[src/mba_pkg.sv]
// Function
// [RL1] read start address within 0 to 49586
// [RL2] block offset within 0 to 49586
// [RL3] block size 1 to 128 words
// [RL4] block count 1 to 128
// [RL5] device strides blocks by block offset
// [RL6] read total words at most 128
// [RL7] write total words at most 128
// [RL8] device serves reads during axis motion
// [RL9] no write while target axis moves
// [RL10] fetch results from common area h280
// [RL11] wait 5 ms before fetching read result
// [RL12] write words sent in order from head
// [RL13] device keeps written values until power-off
// [RL14] device saves selected axes to non-volatile memory
// [RL15] save mask bits 0-3 select axes
// [RL16] save requests limited to 1,000,000 lifetime
// [RL17] no save while any axis moves
// [RL18] device commits written cam data on save
// [RL19] axis operand must be 1 to 4
// [RL20] device rejects bad operands, flags error
// [RL21] device signals read completion
package mba_pkg;

    // ****************************************************************
    // operand limits
    // ****************************************************************
    localparam logic [31:0] MBA_ADDR_MAX  = 32'h0000C1B2;
    localparam logic [15:0] MBA_BLK_MAX   = 16'h0080;
    localparam logic [31:0] MBA_WORDS_MAX = 32'h00000080;
    localparam logic [15:0] MBA_AXIS_MAX  = 16'h0004;
    localparam int          MBA_MAX_WORDS = 128;
    localparam int          MBA_MAX_DW    = 64;
    localparam logic [15:0] MBA_FETCH_BASE = 16'h0280;

    // ****************************************************************
    // timing
    // ****************************************************************
    localparam int MBA_CLK_HZ          = 25000000;
    localparam int MBA_FETCH_WAIT_MS   = 5;
    localparam int MBA_US_CYCLES       = MBA_CLK_HZ / 1000000;
    localparam int MBA_FETCH_WAIT_US   = MBA_FETCH_WAIT_MS * 1000;
    localparam int MBA_SAVE_LIMIT      = 1000000;

    // ****************************************************************
    // register map (byte offsets)
    // ****************************************************************
    localparam logic [7:0] MBA_REG_CTRL   = 8'h00;
    localparam logic [7:0] MBA_REG_STATUS = 8'h04;
    localparam logic [7:0] MBA_REG_AXIS   = 8'h08;
    localparam logic [7:0] MBA_REG_ADDR   = 8'h0C;
    localparam logic [7:0] MBA_REG_OFFSET = 8'h10;
    localparam logic [7:0] MBA_REG_BSIZE  = 8'h14;
    localparam logic [7:0] MBA_REG_BCOUNT = 8'h18;
    localparam logic [7:0] MBA_REG_MASK   = 8'h1C;
    localparam logic [7:0] MBA_REG_WDATA  = 8'h20;
    localparam logic [7:0] MBA_REG_RDATA  = 8'h24;
    localparam logic [7:0] MBA_REG_SAVES  = 8'h28;

    localparam int MBA_CTRL_READ  = 0;
    localparam int MBA_CTRL_WRITE = 1;
    localparam int MBA_CTRL_SAVE  = 2;
    localparam int MBA_CTRL_WCLR  = 3;

    typedef enum logic [1:0] {
        op_read,
        op_write,
        op_save
    } mba_op_t;

    typedef struct packed {
        mba_op_t     op;
        logic [2:0]  axis;
        logic [15:0] addr;
        logic [15:0] offset;
        logic [7:0]  bsize;
        logic [7:0]  bcount;
        logic [3:0]  mask;
    } mba_cmd_t;

    function automatic logic [6:0] mba_dwords(input logic [7:0] words);
        logic [8:0] sum;
        sum = {1'b0, words} + 9'h001;
        return sum[7:1];
    endfunction

endpackage

[src/mba_host.sv]
`timescale 1ns/1ns
module mba_host #(
    parameter int unsigned WAIT_US    = mba_pkg::MBA_FETCH_WAIT_US,
    parameter int unsigned SAVE_LIMIT = mba_pkg::MBA_SAVE_LIMIT
) (
    input  wire logic             mclk,
    input  wire logic             rst,
    input  wire logic             psel,
    input  wire logic             penable,
    input  wire logic             pwrite,
    input  wire logic [7:0]       paddr,
    input  wire logic [31:0]      pwdata,
    output logic [31:0]           prdata,
    output logic                  pready,
    output logic                  pslverr,
    output mba_pkg::mba_cmd_t     cmd,
    output logic                  cmd_valid,
    input  wire logic             cmd_ready,
    output logic [15:0]           wr_word,
    output logic                  wr_valid,
    input  wire logic             wr_ready,
    output logic                  fetch_req,
    output logic [15:0]           fetch_addr,
    output logic [6:0]            fetch_dwords,
    input  wire logic [31:0]      fetch_data,
    input  wire logic             fetch_valid,
    input  wire logic [3:0]       axis_moving,
    input  wire logic             dev_error
);
    import mba_pkg::*;

    typedef enum logic [2:0] {
        st_idle,
        st_cmd,
        st_wdata,
        st_wait,
        st_fetch
    } mba_state_t;

    // ****************************************************************
    // registers and storage
    // ****************************************************************
    mba_state_t  state;
    logic [15:0] axis_sel;
    logic [31:0] xfer_addr;
    logic [31:0] blk_offset;
    logic [15:0] blk_size;
    logic [15:0] blk_count;
    logic [15:0] save_mask;
    logic [15:0] wbuf [0:MBA_MAX_WORDS-1];
    logic [31:0] rbuf [0:MBA_MAX_DW-1];
    logic [7:0]  wfill;
    logic [7:0]  widx;
    logic [7:0]  cmd_words;
    logic [6:0]  rfill;
    logic [6:0]  rptr;
    logic [19:0] save_count;
    logic [31:0] us_left;
    logic [4:0]  div;
    logic        tick;
    logic        done;
    logic [4:0]  err;
    logic        xfer_ok;
    logic        mask_ok;
    logic [31:0] total;
    logic [1:0]  axis_idx;
    logic        start_any;
    mba_op_t     next_op;
    logic [3:0]  next_err;
    logic        go;

    wire setup = psel && !penable;
    wire wr_en = psel && penable && pready && pwrite;
    wire rd_en = psel && penable && pready && !pwrite;
    wire ctrl_wr = wr_en && (paddr == MBA_REG_CTRL);
    wire w_hs = wr_valid && wr_ready;
    wire w_last = w_hs && (widx == cmd_words - 8'h01);

    function automatic logic mapped(input logic [7:0] a);
        return (a[1:0] == 2'b00) && (a <= MBA_REG_SAVES);
    endfunction

    mba_operand_check u_check (
        .axis    (axis_sel),
        .addr    (xfer_addr),
        .offset  (blk_offset),
        .bsize   (blk_size),
        .bcount  (blk_count),
        .mask    (save_mask),
        .xfer_ok (xfer_ok),
        .mask_ok (mask_ok),
        .total   (total)
    );

    // ****************************************************************
    // start decode and checks
    // ****************************************************************
    always_comb begin
        axis_idx  = 2'(axis_sel[1:0] - 2'b01);
        start_any = ctrl_wr && (pwdata[MBA_CTRL_READ]
                    || pwdata[MBA_CTRL_WRITE] || pwdata[MBA_CTRL_SAVE]);
        next_err  = 4'h0;
        if (pwdata[MBA_CTRL_READ]) begin
            next_op     = op_read;
            next_err[0] = !xfer_ok;                          // RL6
        end else if (pwdata[MBA_CTRL_WRITE]) begin
            next_op     = op_write;
            next_err[0] = !xfer_ok;                          // RL7
            next_err[1] = xfer_ok && axis_moving[axis_idx];  // RL9
            next_err[3] = xfer_ok && ({24'h000000, wfill} < total);
        end else begin
            next_op     = op_save;
            next_err[0] = !mask_ok;                          // RL15
            next_err[1] = |axis_moving;                      // RL17
            next_err[2] = 32'(save_count) >= SAVE_LIMIT;     // RL16
        end
        go = (state == st_idle) && start_any && (next_err == 4'h0);
    end

    // ****************************************************************
    // microsecond divider
    // ****************************************************************
    always_ff @(posedge mclk) begin
        if (rst || div == 5'(MBA_US_CYCLES - 1)) begin
            div <= 5'h00;
        end else begin
            div <= div + 5'h01;
        end
    end

    always_ff @(posedge mclk) begin
        tick <= !rst && (div == 5'(MBA_US_CYCLES - 1));
    end

    // ****************************************************************
    // operand registers
    // ****************************************************************
    always_ff @(posedge mclk) begin
        if (rst) begin
            axis_sel   <= 16'h0001;
            xfer_addr  <= 32'h00000000;
            blk_offset <= 32'h00000000;
            blk_size   <= 16'h0001;
            blk_count  <= 16'h0001;
            save_mask  <= 16'h0000;
        end else if (wr_en) begin
            case (paddr)
                MBA_REG_AXIS:   axis_sel   <= pwdata[15:0];
                MBA_REG_ADDR:   xfer_addr  <= pwdata;
                MBA_REG_OFFSET: blk_offset <= pwdata;
                MBA_REG_BSIZE:  blk_size   <= pwdata[15:0];
                MBA_REG_BCOUNT: blk_count  <= pwdata[15:0];
                MBA_REG_MASK:   save_mask  <= pwdata[15:0];
                default: ;
            endcase
        end
    end

    // ****************************************************************
    // write word buffer
    // ****************************************************************
    always_ff @(posedge mclk) begin
        if (rst || (ctrl_wr && pwdata[MBA_CTRL_WCLR] && state == st_idle))
        begin
            wfill <= 8'h00;
        end else if (wr_en && paddr == MBA_REG_WDATA
                     && wfill < 8'(MBA_MAX_WORDS)) begin
            wbuf[wfill[6:0]] <= pwdata[15:0];
            wfill            <= wfill + 8'h01;
        end
    end

    // ****************************************************************
    // read result buffer
    // ****************************************************************
    always_ff @(posedge mclk) begin
        if (state == st_fetch && fetch_valid) begin
            rbuf[rfill[5:0]] <= fetch_data;
        end
    end

    always_ff @(posedge mclk) begin
        if (rst || (go && next_op == op_read)) begin
            rptr <= 7'h00;
        end else if (rd_en && paddr == MBA_REG_RDATA && rptr < rfill) begin
            rptr <= rptr + 7'h01;
        end
    end

    // ****************************************************************
    // command sequencer
    // ****************************************************************
    always_ff @(posedge mclk) begin
        if (rst) begin
            state        <= st_idle;
            cmd          <= '0;
            cmd_valid    <= 1'b0;
            cmd_words    <= 8'h00;
            wr_valid     <= 1'b0;
            wr_word      <= 16'h0000;
            widx         <= 8'h00;
            fetch_req    <= 1'b0;
            fetch_addr   <= MBA_FETCH_BASE;
            fetch_dwords <= 7'h00;
            rfill        <= 7'h00;
            us_left      <= 32'h00000000;
            save_count   <= 20'h00000;
            done         <= 1'b0;
            err          <= 5'h00;
        end else begin
            if (dev_error && state != st_idle) begin
                err[4] <= 1'b1;
            end
            case (state)
                st_idle: begin
                    if (start_any) begin
                        err  <= {1'b0, next_err};                 // RL20
                        done <= 1'b0;
                    end
                    if (go) begin
                        cmd.op     <= next_op;
                        cmd.axis   <= axis_sel[2:0];              // RL19
                        cmd.addr   <= xfer_addr[15:0];            // RL1
                        cmd.offset <= blk_offset[15:0];           // RL2
                        cmd.bsize  <= blk_size[7:0];              // RL3
                        cmd.bcount <= blk_count[7:0];             // RL4
                        cmd.mask   <= save_mask[3:0];             // RL15
                        cmd_words  <= total[7:0];
                        cmd_valid  <= 1'b1;
                        state      <= st_cmd;
                        if (next_op == op_read) begin
                            rfill <= 7'h00;
                        end
                    end
                end
                st_cmd: begin
                    if (cmd_ready) begin
                        cmd_valid <= 1'b0;
                        case (cmd.op)
                            op_read: begin
                                // one spare tick: the first may be partial
                                us_left <= WAIT_US + 32'h00000001; // RL11
                                state   <= st_wait;
                            end
                            op_write: begin
                                widx     <= 8'h00;
                                wr_word  <= wbuf[0];              // RL12
                                wr_valid <= 1'b1;
                                state    <= st_wdata;
                            end
                            default: begin
                                save_count <= save_count + 20'h00001;
                                done       <= 1'b1;
                                state      <= st_idle;
                            end
                        endcase
                    end
                end
                st_wdata: begin
                    if (w_last) begin
                        wr_valid <= 1'b0;
                        done     <= 1'b1;
                        state    <= st_idle;
                    end else if (w_hs) begin
                        widx    <= widx + 8'h01;
                        wr_word <= wbuf[7'(widx + 8'h01)];        // RL12
                    end
                end
                st_wait: begin
                    if (us_left == 32'h00000000) begin
                        fetch_addr   <= MBA_FETCH_BASE;           // RL10
                        fetch_dwords <= mba_dwords(cmd_words);    // RL10
                        fetch_req    <= 1'b1;
                        state        <= st_fetch;
                    end else if (tick) begin
                        us_left <= us_left - 32'h00000001;
                    end
                end
                st_fetch: begin
                    if (fetch_valid) begin
                        rfill <= rfill + 7'h01;
                        if (rfill + 7'h01 == fetch_dwords) begin
                            fetch_req <= 1'b0;
                            done      <= 1'b1;
                            state     <= st_idle;
                        end
                    end
                end
                default: state <= st_idle;
            endcase
        end
    end

    // ****************************************************************
    // apb slave
    // ****************************************************************
    always_ff @(posedge mclk) begin
        if (rst) begin
            pready  <= 1'b0;
            pslverr <= 1'b0;
            prdata  <= 32'h00000000;
        end else begin
            pready  <= setup;
            pslverr <= setup && !mapped(paddr);
            prdata  <= 32'h00000000;
            if (setup && !pwrite) begin
                case (paddr)
                    MBA_REG_STATUS: prdata <= {9'h000, rfill, wfill, 1'b0,
                                               err, done,
                                               state != st_idle};
                    MBA_REG_AXIS:   prdata <= {16'h0000, axis_sel};
                    MBA_REG_ADDR:   prdata <= xfer_addr;
                    MBA_REG_OFFSET: prdata <= blk_offset;
                    MBA_REG_BSIZE:  prdata <= {16'h0000, blk_size};
                    MBA_REG_BCOUNT: prdata <= {16'h0000, blk_count};
                    MBA_REG_MASK:   prdata <= {16'h0000, save_mask};
                    MBA_REG_RDATA:  prdata <= (rptr < rfill)
                                              ? rbuf[rptr[5:0]]
                                              : 32'h00000000;
                    MBA_REG_SAVES:  prdata <= {12'h000, save_count};
                    default:        prdata <= 32'h00000000;
                endcase
            end
        end
    end

    // ****************************************************************
    // checks
    // ****************************************************************
    logic [31:0] since_cmd;
    always_ff @(posedge mclk) begin
        if (rst || (cmd_valid && cmd_ready)) begin
            since_cmd <= 32'h00000000;
        end else if (since_cmd != 32'hFFFFFFFF) begin
            since_cmd <= since_cmd + 32'h00000001;
        end
    end

    property p_addr;
        @(posedge mclk) disable iff (rst)
        cmd_valid && cmd.op != op_save |-> 32'(cmd.addr) <= MBA_ADDR_MAX;
    endproperty
    a_addr: assert property (p_addr) else $error("bad address"); // RL1

    property p_offset;
        @(posedge mclk) disable iff (rst)
        cmd_valid && cmd.op != op_save
        |-> 32'(cmd.offset) <= MBA_ADDR_MAX;
    endproperty
    a_offset: assert property (p_offset) else $error("bad offset"); // RL2

    property p_bsize;
        @(posedge mclk) disable iff (rst)
        cmd_valid && cmd.op != op_save
        |-> cmd.bsize != 8'h00 && cmd.bsize <= 8'h80;
    endproperty
    a_bsize: assert property (p_bsize) else $error("bad size"); // RL3

    property p_bcount;
        @(posedge mclk) disable iff (rst)
        cmd_valid && cmd.op != op_save
        |-> cmd.bcount != 8'h00 && cmd.bcount <= 8'h80;
    endproperty
    a_bcount: assert property (p_bcount) else $error("bad count"); // RL4

    property p_rd_total;
        @(posedge mclk) disable iff (rst)
        cmd_valid && cmd.op == op_read
        |-> 16'(cmd.bsize) * 16'(cmd.bcount) <= 16'h0080;
    endproperty
    a_rd_total: assert property (p_rd_total) // RL6
        else $error("read too big");

    property p_wr_total;
        @(posedge mclk) disable iff (rst)
        cmd_valid && cmd.op == op_write
        |-> 16'(cmd.bsize) * 16'(cmd.bcount) <= 16'h0080;
    endproperty
    a_wr_total: assert property (p_wr_total) // RL7
        else $error("write too big");

    property p_axis;
        @(posedge mclk) disable iff (rst)
        cmd_valid && cmd.op != op_save
        |-> cmd.axis >= 3'h1 && cmd.axis <= 3'h4;
    endproperty
    a_axis: assert property (p_axis) else $error("bad axis"); // RL19

    property p_wr_idle;
        @(posedge mclk) disable iff (rst)
        $rose(cmd_valid) && cmd.op == op_write
        |-> ($past(axis_moving) & (4'h1 << (cmd.axis - 3'h1))) == 4'h0;
    endproperty
    a_wr_idle: assert property (p_wr_idle) else $error("write moving"); // RL9

    property p_save_idle;
        @(posedge mclk) disable iff (rst)
        $rose(cmd_valid) && cmd.op == op_save
        |-> $past(axis_moving) == 4'h0 && cmd.mask != 4'h0;
    endproperty
    a_save_idle: assert property (p_save_idle) // RL17
        else $error("save moving");

    property p_save_limit;
        @(posedge mclk) disable iff (rst)
        $rose(cmd_valid) && cmd.op == op_save
        |-> 32'(save_count) < SAVE_LIMIT;
    endproperty
    a_save_limit: assert property (p_save_limit) // RL16
        else $error("wear limit");

    property p_fetch_wait;
        @(posedge mclk) disable iff (rst)
        $rose(fetch_req) |-> since_cmd >= WAIT_US * MBA_US_CYCLES
                             && fetch_addr == MBA_FETCH_BASE;
    endproperty
    a_fetch_wait: assert property (p_fetch_wait) // RL11
        else $error("early fetch");

    property p_word_order;
        @(posedge mclk) disable iff (rst)
        wr_valid && wr_ready && !w_last
        |=> wr_valid && wr_word == wbuf[7'(widx)]
            && widx == $past(widx) + 8'h01;
    endproperty
    a_word_order: assert property (p_word_order) // RL12
        else $error("word order");

endmodule

[src/mba_operand_check.sv]
`timescale 1ns/1ns
module mba_operand_check (
    input  wire logic [15:0] axis,
    input  wire logic [31:0] addr,
    input  wire logic [31:0] offset,
    input  wire logic [15:0] bsize,
    input  wire logic [15:0] bcount,
    input  wire logic [15:0] mask,
    output logic             xfer_ok,
    output logic             mask_ok,
    output logic [31:0]      total
);
    import mba_pkg::*;

    always_comb begin
        total   = bsize * bcount;
        xfer_ok = (axis != 16'h0000) && (axis <= MBA_AXIS_MAX) // RL19
               && (addr <= MBA_ADDR_MAX)                       // RL1
               && (offset <= MBA_ADDR_MAX)                     // RL2
               && (bsize != 16'h0000) && (bsize <= MBA_BLK_MAX) // RL3
               && (bcount != 16'h0000) && (bcount <= MBA_BLK_MAX) // RL4
               && (total <= MBA_WORDS_MAX);                    // RL6
        mask_ok = (mask[15:4] == 12'h000) && (mask[3:0] != 4'h0); // RL15
    end

endmodule

[config.mk]
export PLATFORM = sky130hd
export DESIGN_NAME = mba_host
export DESIGN_NICKNAME = d
export VERILOG_FILES = /design/src/mba_pkg.sv /design/src/mba_host.sv /design/src/mba_operand_check.sv
export SDC_FILE = /design/constraint.sdc
export NUM_CORES = 2
export LEC_CHECK = 0
export BUFFER_PORTS_ARGS = -buffer_cell sky130_fd_sc_hd__buf_4
export CORE_MARGIN = 4
export CORE_UTILIZATION = 60
export CTS_CLUSTER_SIZE = 25
export DETAILED_ROUTE_END_ITERATION = 6
export PLACE_DENSITY_LB_ADDON = 0.05
export SLEW_MARGIN = 20
export SYNTH_ARGS = -nofsm -noshare
export SYNTH_HDL_FRONTEND = slang
export SYNTH_HIERARCHICAL = 1
export SYNTH_SLANG_ARGS = --single-unit
[constraint.sdc]
create_clock -name mclk -period 10.89 [get_ports mclk]
set_input_delay 2.178 -clock mclk [delete_from_list [all_inputs] [get_ports mclk]]
set_output_delay 2.178 -clock mclk [all_outputs]
set_load 0.03 [all_outputs]
# --- Yosys cells after proc, flatten, opt, wreduce, memory -nomap -nowiden ---
# Memory sizes are Yosys's and may differ from the RTL's. A register that Yosys moved wholly into a read port is not among the register bits.
# Index checks and enable logic that the tools add are counted.
totals:
  regBits: 350
  ram_bits: 4096
  wordCells: 246
  n_memories: 2
memory_table:
  columns: ["name", "words", "word_bits", "read_ports", "rd_clocked_by_memory_dff", "wr", "line", "text"]
  rows:
  - ["rbuf", 64, 32, 1, 1, 1, "mba_host.sv:51", "logic [31:0] rbuf [0:MBA_MAX_DW-1];"]
  - ["wbuf", 128, 16, 2, 0, 1, "mba_host.sv:50", "logic [15:0] wbuf [0:MBA_MAX_WORDS-1];"]
op_classes:
  add_sub_neg: 10
  multipliers: 1
  order_cmp: 12
  n_eq_ne: 33
  n_mux: 66
  n_bitwise: 2
  reduce_logical: 86
op_table:
  columns: ["op", "count"]
  rows:
  - ["32-bit case mux with 9 select lines", 1]
  - ["32-bit two-way mux", 5]
  - ["32-bit by 16-bit less-or-equal comparator with 1-bit output, second input constant", 2]
  - ["16-bit two-way mux", 4]
  - ["32-bit case mux with 2 select lines", 1]
  - ["16-bit nonzero test", 3]
  - ["1-bit logical AND", 35]
  - ["8-bit by 5-bit == test with 1-bit output, second input constant", 4]
  - ["16-bit by 8-bit less-or-equal comparator with 1-bit output, second input constant", 2]
  - ["32-bit by 8-bit less-or-equal comparator with 1-bit output, second input constant", 1]
  - ["32-bit zero test", 1]
  - ["8-bit by 32-bit less-than comparator with 1-bit output", 1]
  - ["16-bit by 16-bit multiplier with 32-bit output", 1]
  - ["8-bit two-way mux", 4]
  - ["16-bit case mux with 2 select lines", 1]
  - ["32-bit by 1-bit subtractor with 32-bit output, second input constant", 1]
  - ["2-bit != test, second input constant", 13]
  - ["8-bit by 1-bit adder with 8-bit output, second input constant", 3]
  - ["8-bit by 6-bit == test with 1-bit output, second input constant", 3]
  - ["1-bit two-way mux", 24]
  - ["3-bit two-way mux", 7]
  - ["7-bit two-way mux", 3]
  - ["20-bit by 1-bit adder with 20-bit output, second input constant", 1]
  - ["20-bit >= comparator, second input constant", 1]
  - ["48 further kinds", 88]

# --- Longest topological paths before layout ---
depth:
  word_depth: 17
  ltp_mapped: 33
  ltp_nobuf: 28

# --- By module ---
# Netlist, hierarchy kept.
by_module_without_submodules:
  columns: ["module", "n_inst", "cells_per_inst", "area_per_inst_um2", "seq_area_each_um2"]
  rows:
  - ["mba_host", 1, 8362, 171873.6, 130124.8]
  - ["mba_operand_check", 1, 1080, 9092.5, 0.0]

# --- Least setup slack after synthesis ---
# No wires, ideal clock.
synth_timing:
  path_type: "reg2reg"
  from: "reg blk_size[7]"
  to: "reg cmd[0] (netlist name)"
  t_arrival_ns: 7.963
  slack_ns: 2.799
  path_stages_with_launch: 34
  path_buffers: 5
  synth_period_minus_slack_ns: 8.091
  cell_sequence: "dfxtp_1 > clkbuf_1 > clkbuf_1 > nand2_1 > fa_1 > inv_1 > fa_1 > inv_1 > fa_1 > inv_1 > fa_1 > fa_1 > inv_1 > fa_1 > inv_1 > ha_1 > clkbuf_1 > nand4_1 > nor4_1 > a22oi_1 > or2b_2 > xor2_1 > or3_1 > or4_1 > nor4_2 > and4b_1 > nand3b_1 > a211oi_1 > o21ai_0 > o211ai_1 > buf_2 > buf_2 > mux2i_1 > nor2_1"
synth_via:
  elab_cells_between_ends: 20
synth_lines:
  columns: ["item", "line", "text"]
  rows:
  - ["from (decl)", "mba_host.sv:47", "logic [15:0] blk_size;"]
  - ["from (signal assigned)", "mba_host.sv:151", "MBA_REG_BSIZE: blk_size <= pwdata[15:0];"]
  - ["16-bit by 16-bit multiplier with 32-bit output (*)", "mba_operand_check.sv:16", "total = bsize * bcount;"]
  - ["named net total[16]", "mba_host.sv:65", "logic [31:0] total;"]
  - ["32-bit by 8-bit less-or-equal comparator with 1-bit output (*)", "mba_operand_check.sv:22", "&& (total <= MBA_WORDS_MAX);"]
  - ["1-bit logical AND (*)", "mba_operand_check.sv:22", null]
  - ["named net xfer_ok", "mba_host.sv:63", "logic xfer_ok;"]
  - ["1-bit zero test (tied with other cells)", "mba_host.sv:105, mba_host.sv:108", null]
  - ["2-bit two-way mux or 1-bit two-way mux (tied branches)", "mba_host.sv:106", "end else if (pwdata[MBA_CTRL_WRITE]) begin"]
  - ["1-bit two-way mux or 3-bit two-way mux (tied branches)", "mba_host.sv:103", "if (pwdata[MBA_CTRL_READ]) begin"]
  - ["4-bit zero test (*)", "mba_host.sv:117", "go = (state == st_idle) && start_any && (next_err == 4'h0);"]
  - ["1-bit logical AND (*)", "mba_host.sv:117", null]
  - ["2-bit AND reduction (no line) (*)", null, null]
  - ["to (decl)", "mba_host.sv:16", "output mba_pkg::mba_cmd_t cmd,"]
# The timed path passes the listed nets; every way through them passes the cells marked *.
# A chain may end at the register's enable or synchronous reset.

# --- Final worst setup path ---
layout_timing:
  from: "reg blk_size[13]"
  to: "reg cmd[28] (netlist name)"
# Same word-level chain as after synthesis.

==> impl_metrics.csv <==
group,metric,value,unit
status,status,"finished with violations",
status,failed_checks,"design-rule violations",
floorplanning,initial_utilization,0.603,
detailed_routing,final_antenna_net_count,0,
critical_path,cp_slowest_cell,"dfxtp_1",
logic_synthesis,synthMostInstantiatedCell,"edfxtp_1",
place,numPortBuffers,201,
detailed_routing,route.final.wire_length,465000,um
timing,max_freq,104,MHz
grt,global_route_wire_length_before_repair,676000,um
timing,fin_hold_ws,0.463,ns
floorplanning,ios,218,
clock_network,cts-root-to-sink-buffers,4,
detailed_routing,post_drt_wl_per_cell,32.7,um
logic_synthesis,synth.largest_area_cell,"edfxtp_1",
final_layout,num-nets-final,10282,
power,total_leakage_power,64.6,nW
power,switching_power,0.00683,W
power,pwr_density_cell,168,nW/um^2
logic_synthesis,ranking_of_synthesized_cells_by_area,"edfxtp_1, mux4_2, dfxtp_1",
floorplanning,chipHeight,557,um
place,detailed_place_hpwl,276000,um
timing,layout_setup_ws,1.24,ns
min_path,worstHoldPathType,"flop to flop",
logic_synthesis,synth_enable_flop_cells,4096,
logic_synthesis,synth.top_cell.area_share,0.680,
logic_synthesis,most_used_standard_cells_in_the_synthesized_netlist,"edfxtp_1, mux4_2, nand2_1",
logic_synthesis,syn-mean-instance-area,19.2,um^2
critical_path,arrival,10.47,ns
timing,setup_violations,0,
critical_path,critical_path.most_common_cell,"fa_1",
clock_network,cts_made_buffers,441,
power,p_int,0.0273,W
timing,period_minus_slack,9.65,ns
logic_synthesis,netlist_instances,9442,
detailed_routing,initialDrtViolationCount,11926,
timing,finalSetupTns,0,ns
clock_network,post_cts_repair_resize_count,0,
logic_synthesis,yosys_register_bits,4452,
grt,grt_antenna_before_repair,21,
grt,grt_start_max_net_pins,121,
critical_path,critical_path.startpoint_type,"flop",
critical_path,worstPathRequired,11.70,ns
timing,rsz_0062_raised_after_global_routing,"false",
floorplanning,die_area,310000,um^2
timing,final.setup_skew,0.0731,ns
logic_synthesis,yosysSeqAreaShare,0.719,
clock_network,post_cts_buffers,0,
grt,grt_pass1_vias,94331,
grt,gr-total-overflow,0,
critical_path,crit_path_max_incr_delay,0.93,ns
power,switching_fraction,0.200,
place,final_estimated_routing_congestion_in_global_placement,0.911,
power,comb_power_share,0.016,
clock_network,cts_hold_buf,0,
timing,finalHoldViolCount,0,
logic_synthesis,synth-main-ff-cell,"edfxtp_1",
floorplanning,core_outline_area,300000,um^2
clock_network,clk_latency,0.97,ns
detailed_routing,number_of_search_and_repair_iterations_in_the_first_detailed_routing_pass,7,
place,pre_cts_ws,1.33,ns
detailed_routing,vias,94202,
detailed_routing,route.detailed.vias_per_inst,6.63,
logic_synthesis,synth_warnings,6,
detailed_routing,route.detailed.drc,36,
power,seq_power_share,0.548,
clock_network,clock_sinks,4452,
final_layout,areaGrowthSynthToFinish,12.0,%
clock_network,cts.root.buffer_cell,"clkbuf_16",
critical_path,crit_fanout,59,
power,vdd.ir_drop.worst,0.165,mV
clock_network,path_clk_slew,0.06,ns
timing,worst-slew-pin-transition,1.16,ns
clock_network,cts_tree,"built",
timing,post-route-period-util,0.886,
critical_path,cp-end-kind,"flop",
floorplanning,core.rowCount,201,
timing,relative_slew_slack,0.224,
grt,grt_usage,0.302,
logic_synthesis,mappedNetlistArea,181000,um^2
clock_network,level_count_of_the_clock_h_tree,5,
floorplanning,die_width,557,um
timing,report.final.slew_viol_count,0,
final_layout,final_layout_size_suffix_gt1_frac,0.245,
critical_path,timing.setup.critical_path_class,"flop to flop",
power,relative_contribution_of_the_clock_network_to_total_power,0.436,
logic_synthesis,synth.lib_cells_used.distinct,100,
job,maxCapViolCount,0,
logic_synthesis,async_reset_ff_frac,0,
-- power groups by stage --
stage / Clock, W / Combinational [W] / Sequential (W)
2_1_floorplan: 0 / 0.000158 / 0.0190
3_3_place_gp: 0 / 0.000501 / 0.0190
3_5_place_dp: 0 / 0.000530 / 0.0190
4_1_cts: 0.0151 / 0.000530 / 0.0187
5_1_grt: 0.0158 / 0.000579 / 0.0187
6_report: 0.0149 / 0.000532 / 0.0187
-- sequential cells by signal, summed over array words and instances, names as in the netlist, 20 cells and up, named ones only --
register and count:
xfer_addr 32, us_left 32, cmd 57, rbuf 2048, save_count 20, blk_offset 32
wbuf 2048, prdata 32
-- worst max-delay path, delay by kind of cell, from the launching register on --
kind / cells / cell delay [ns]
adders and majority gates: 7 / 3.54
xor gates and xnor gates: 1 / 0.20
and+or+nand+nor: 9 / 2.06
buffers and inverters: 4 / 0.93
DFF: 1 / 0.93
muxes: 1 / 0.33
AOI/OAI and AO/OA: 5 / 1.44
-- cell families after synthesis --
family                   Yosys count  share of synthesized area
flip-flops                      4452                      0.719
AND/OR/NAND/NOR                 1894                     0.0474
buffers and inverters            789                     0.0183
multiplexers                    1357                      0.160
other                              2                  0.0000415
AO/OA/AOI/OAI                    508                     0.0189
adder cells (fa/ha/maj)          322                     0.0303
XOR/XNOR                         118                    0.00587
-- area by class of cell --
type	instances	area, um^2
fillers	19484	97400
diodes	8	20.0
well taps	3958	4950
flip-flops and latches	4452	130000
inverters	256	961
clock buffers	557	11700
multi-input cells	4215	48300
repair buffers	509	4050
clock inverters	254	2480
-- routing by layer --
layer  vias up  wire length [um]  track usage
li1      38675                 -            -
met1     50079            182000        0.435
met2      4651            226000        0.480
met3       791             39600       0.0494
met4         6             17000       0.0997
met5         -                49            0
-- layout by cell type (no fill, tap or decap), types with 16 or more instances in the layout --
cell          n
or3_1        20
clkbuf_1     96
o21ai_0      35
clkinv_1    106
and3_1       28
a31oi_1      27
and2_1      126
clkinv_2     69
edfxtp_1   4096
buf_4       490
nor2_2       17
mux4_2     1230
nand4_1      83
a32oi_1      16
nor3_1       62
buf_12       17
dfxtp_1     349
mux2i_1     119
a22oi_1      28
xor2_1       58
nor4_1       43
nand2_1     810
inv_1       253
a21oi_1     201
nor2b_1      18
conb_1       16
nand3_1     171
fa_1        194
bufinv_16    38
nor2_4       65
a222oi_1     42
clkbuf_16   445
ha_1        127
a211oi_1     34
nor2_1      357
a21o_1       24
xnor2_1      53
-- stage by stage --
step	std cells	power, W	cell area (um^2)	util
after global routing	14204	0.0351	203000	0.675
after CTS	14201	0.0343	203000	0.675
after global placement	13389	0.0195	188000	0.628
after floorplan	9456	0.0192	181000	-
after detailed placement	13390	0.0196	188000	0.628
final	14209	0.0341	203000	0.675
-- final timing paths --
path	start	endpoint	slack, ns	cells past startpoint
max	blk_size[13]	cmd[28]	1.24	27
min	div[0]	div[0]	0.46	1
max reg2reg	blk_size[13]	cmd[28]	1.24	27
min reg2reg	div[0]	div[0]	0.46	1
(Power assumes the default switching activity.)
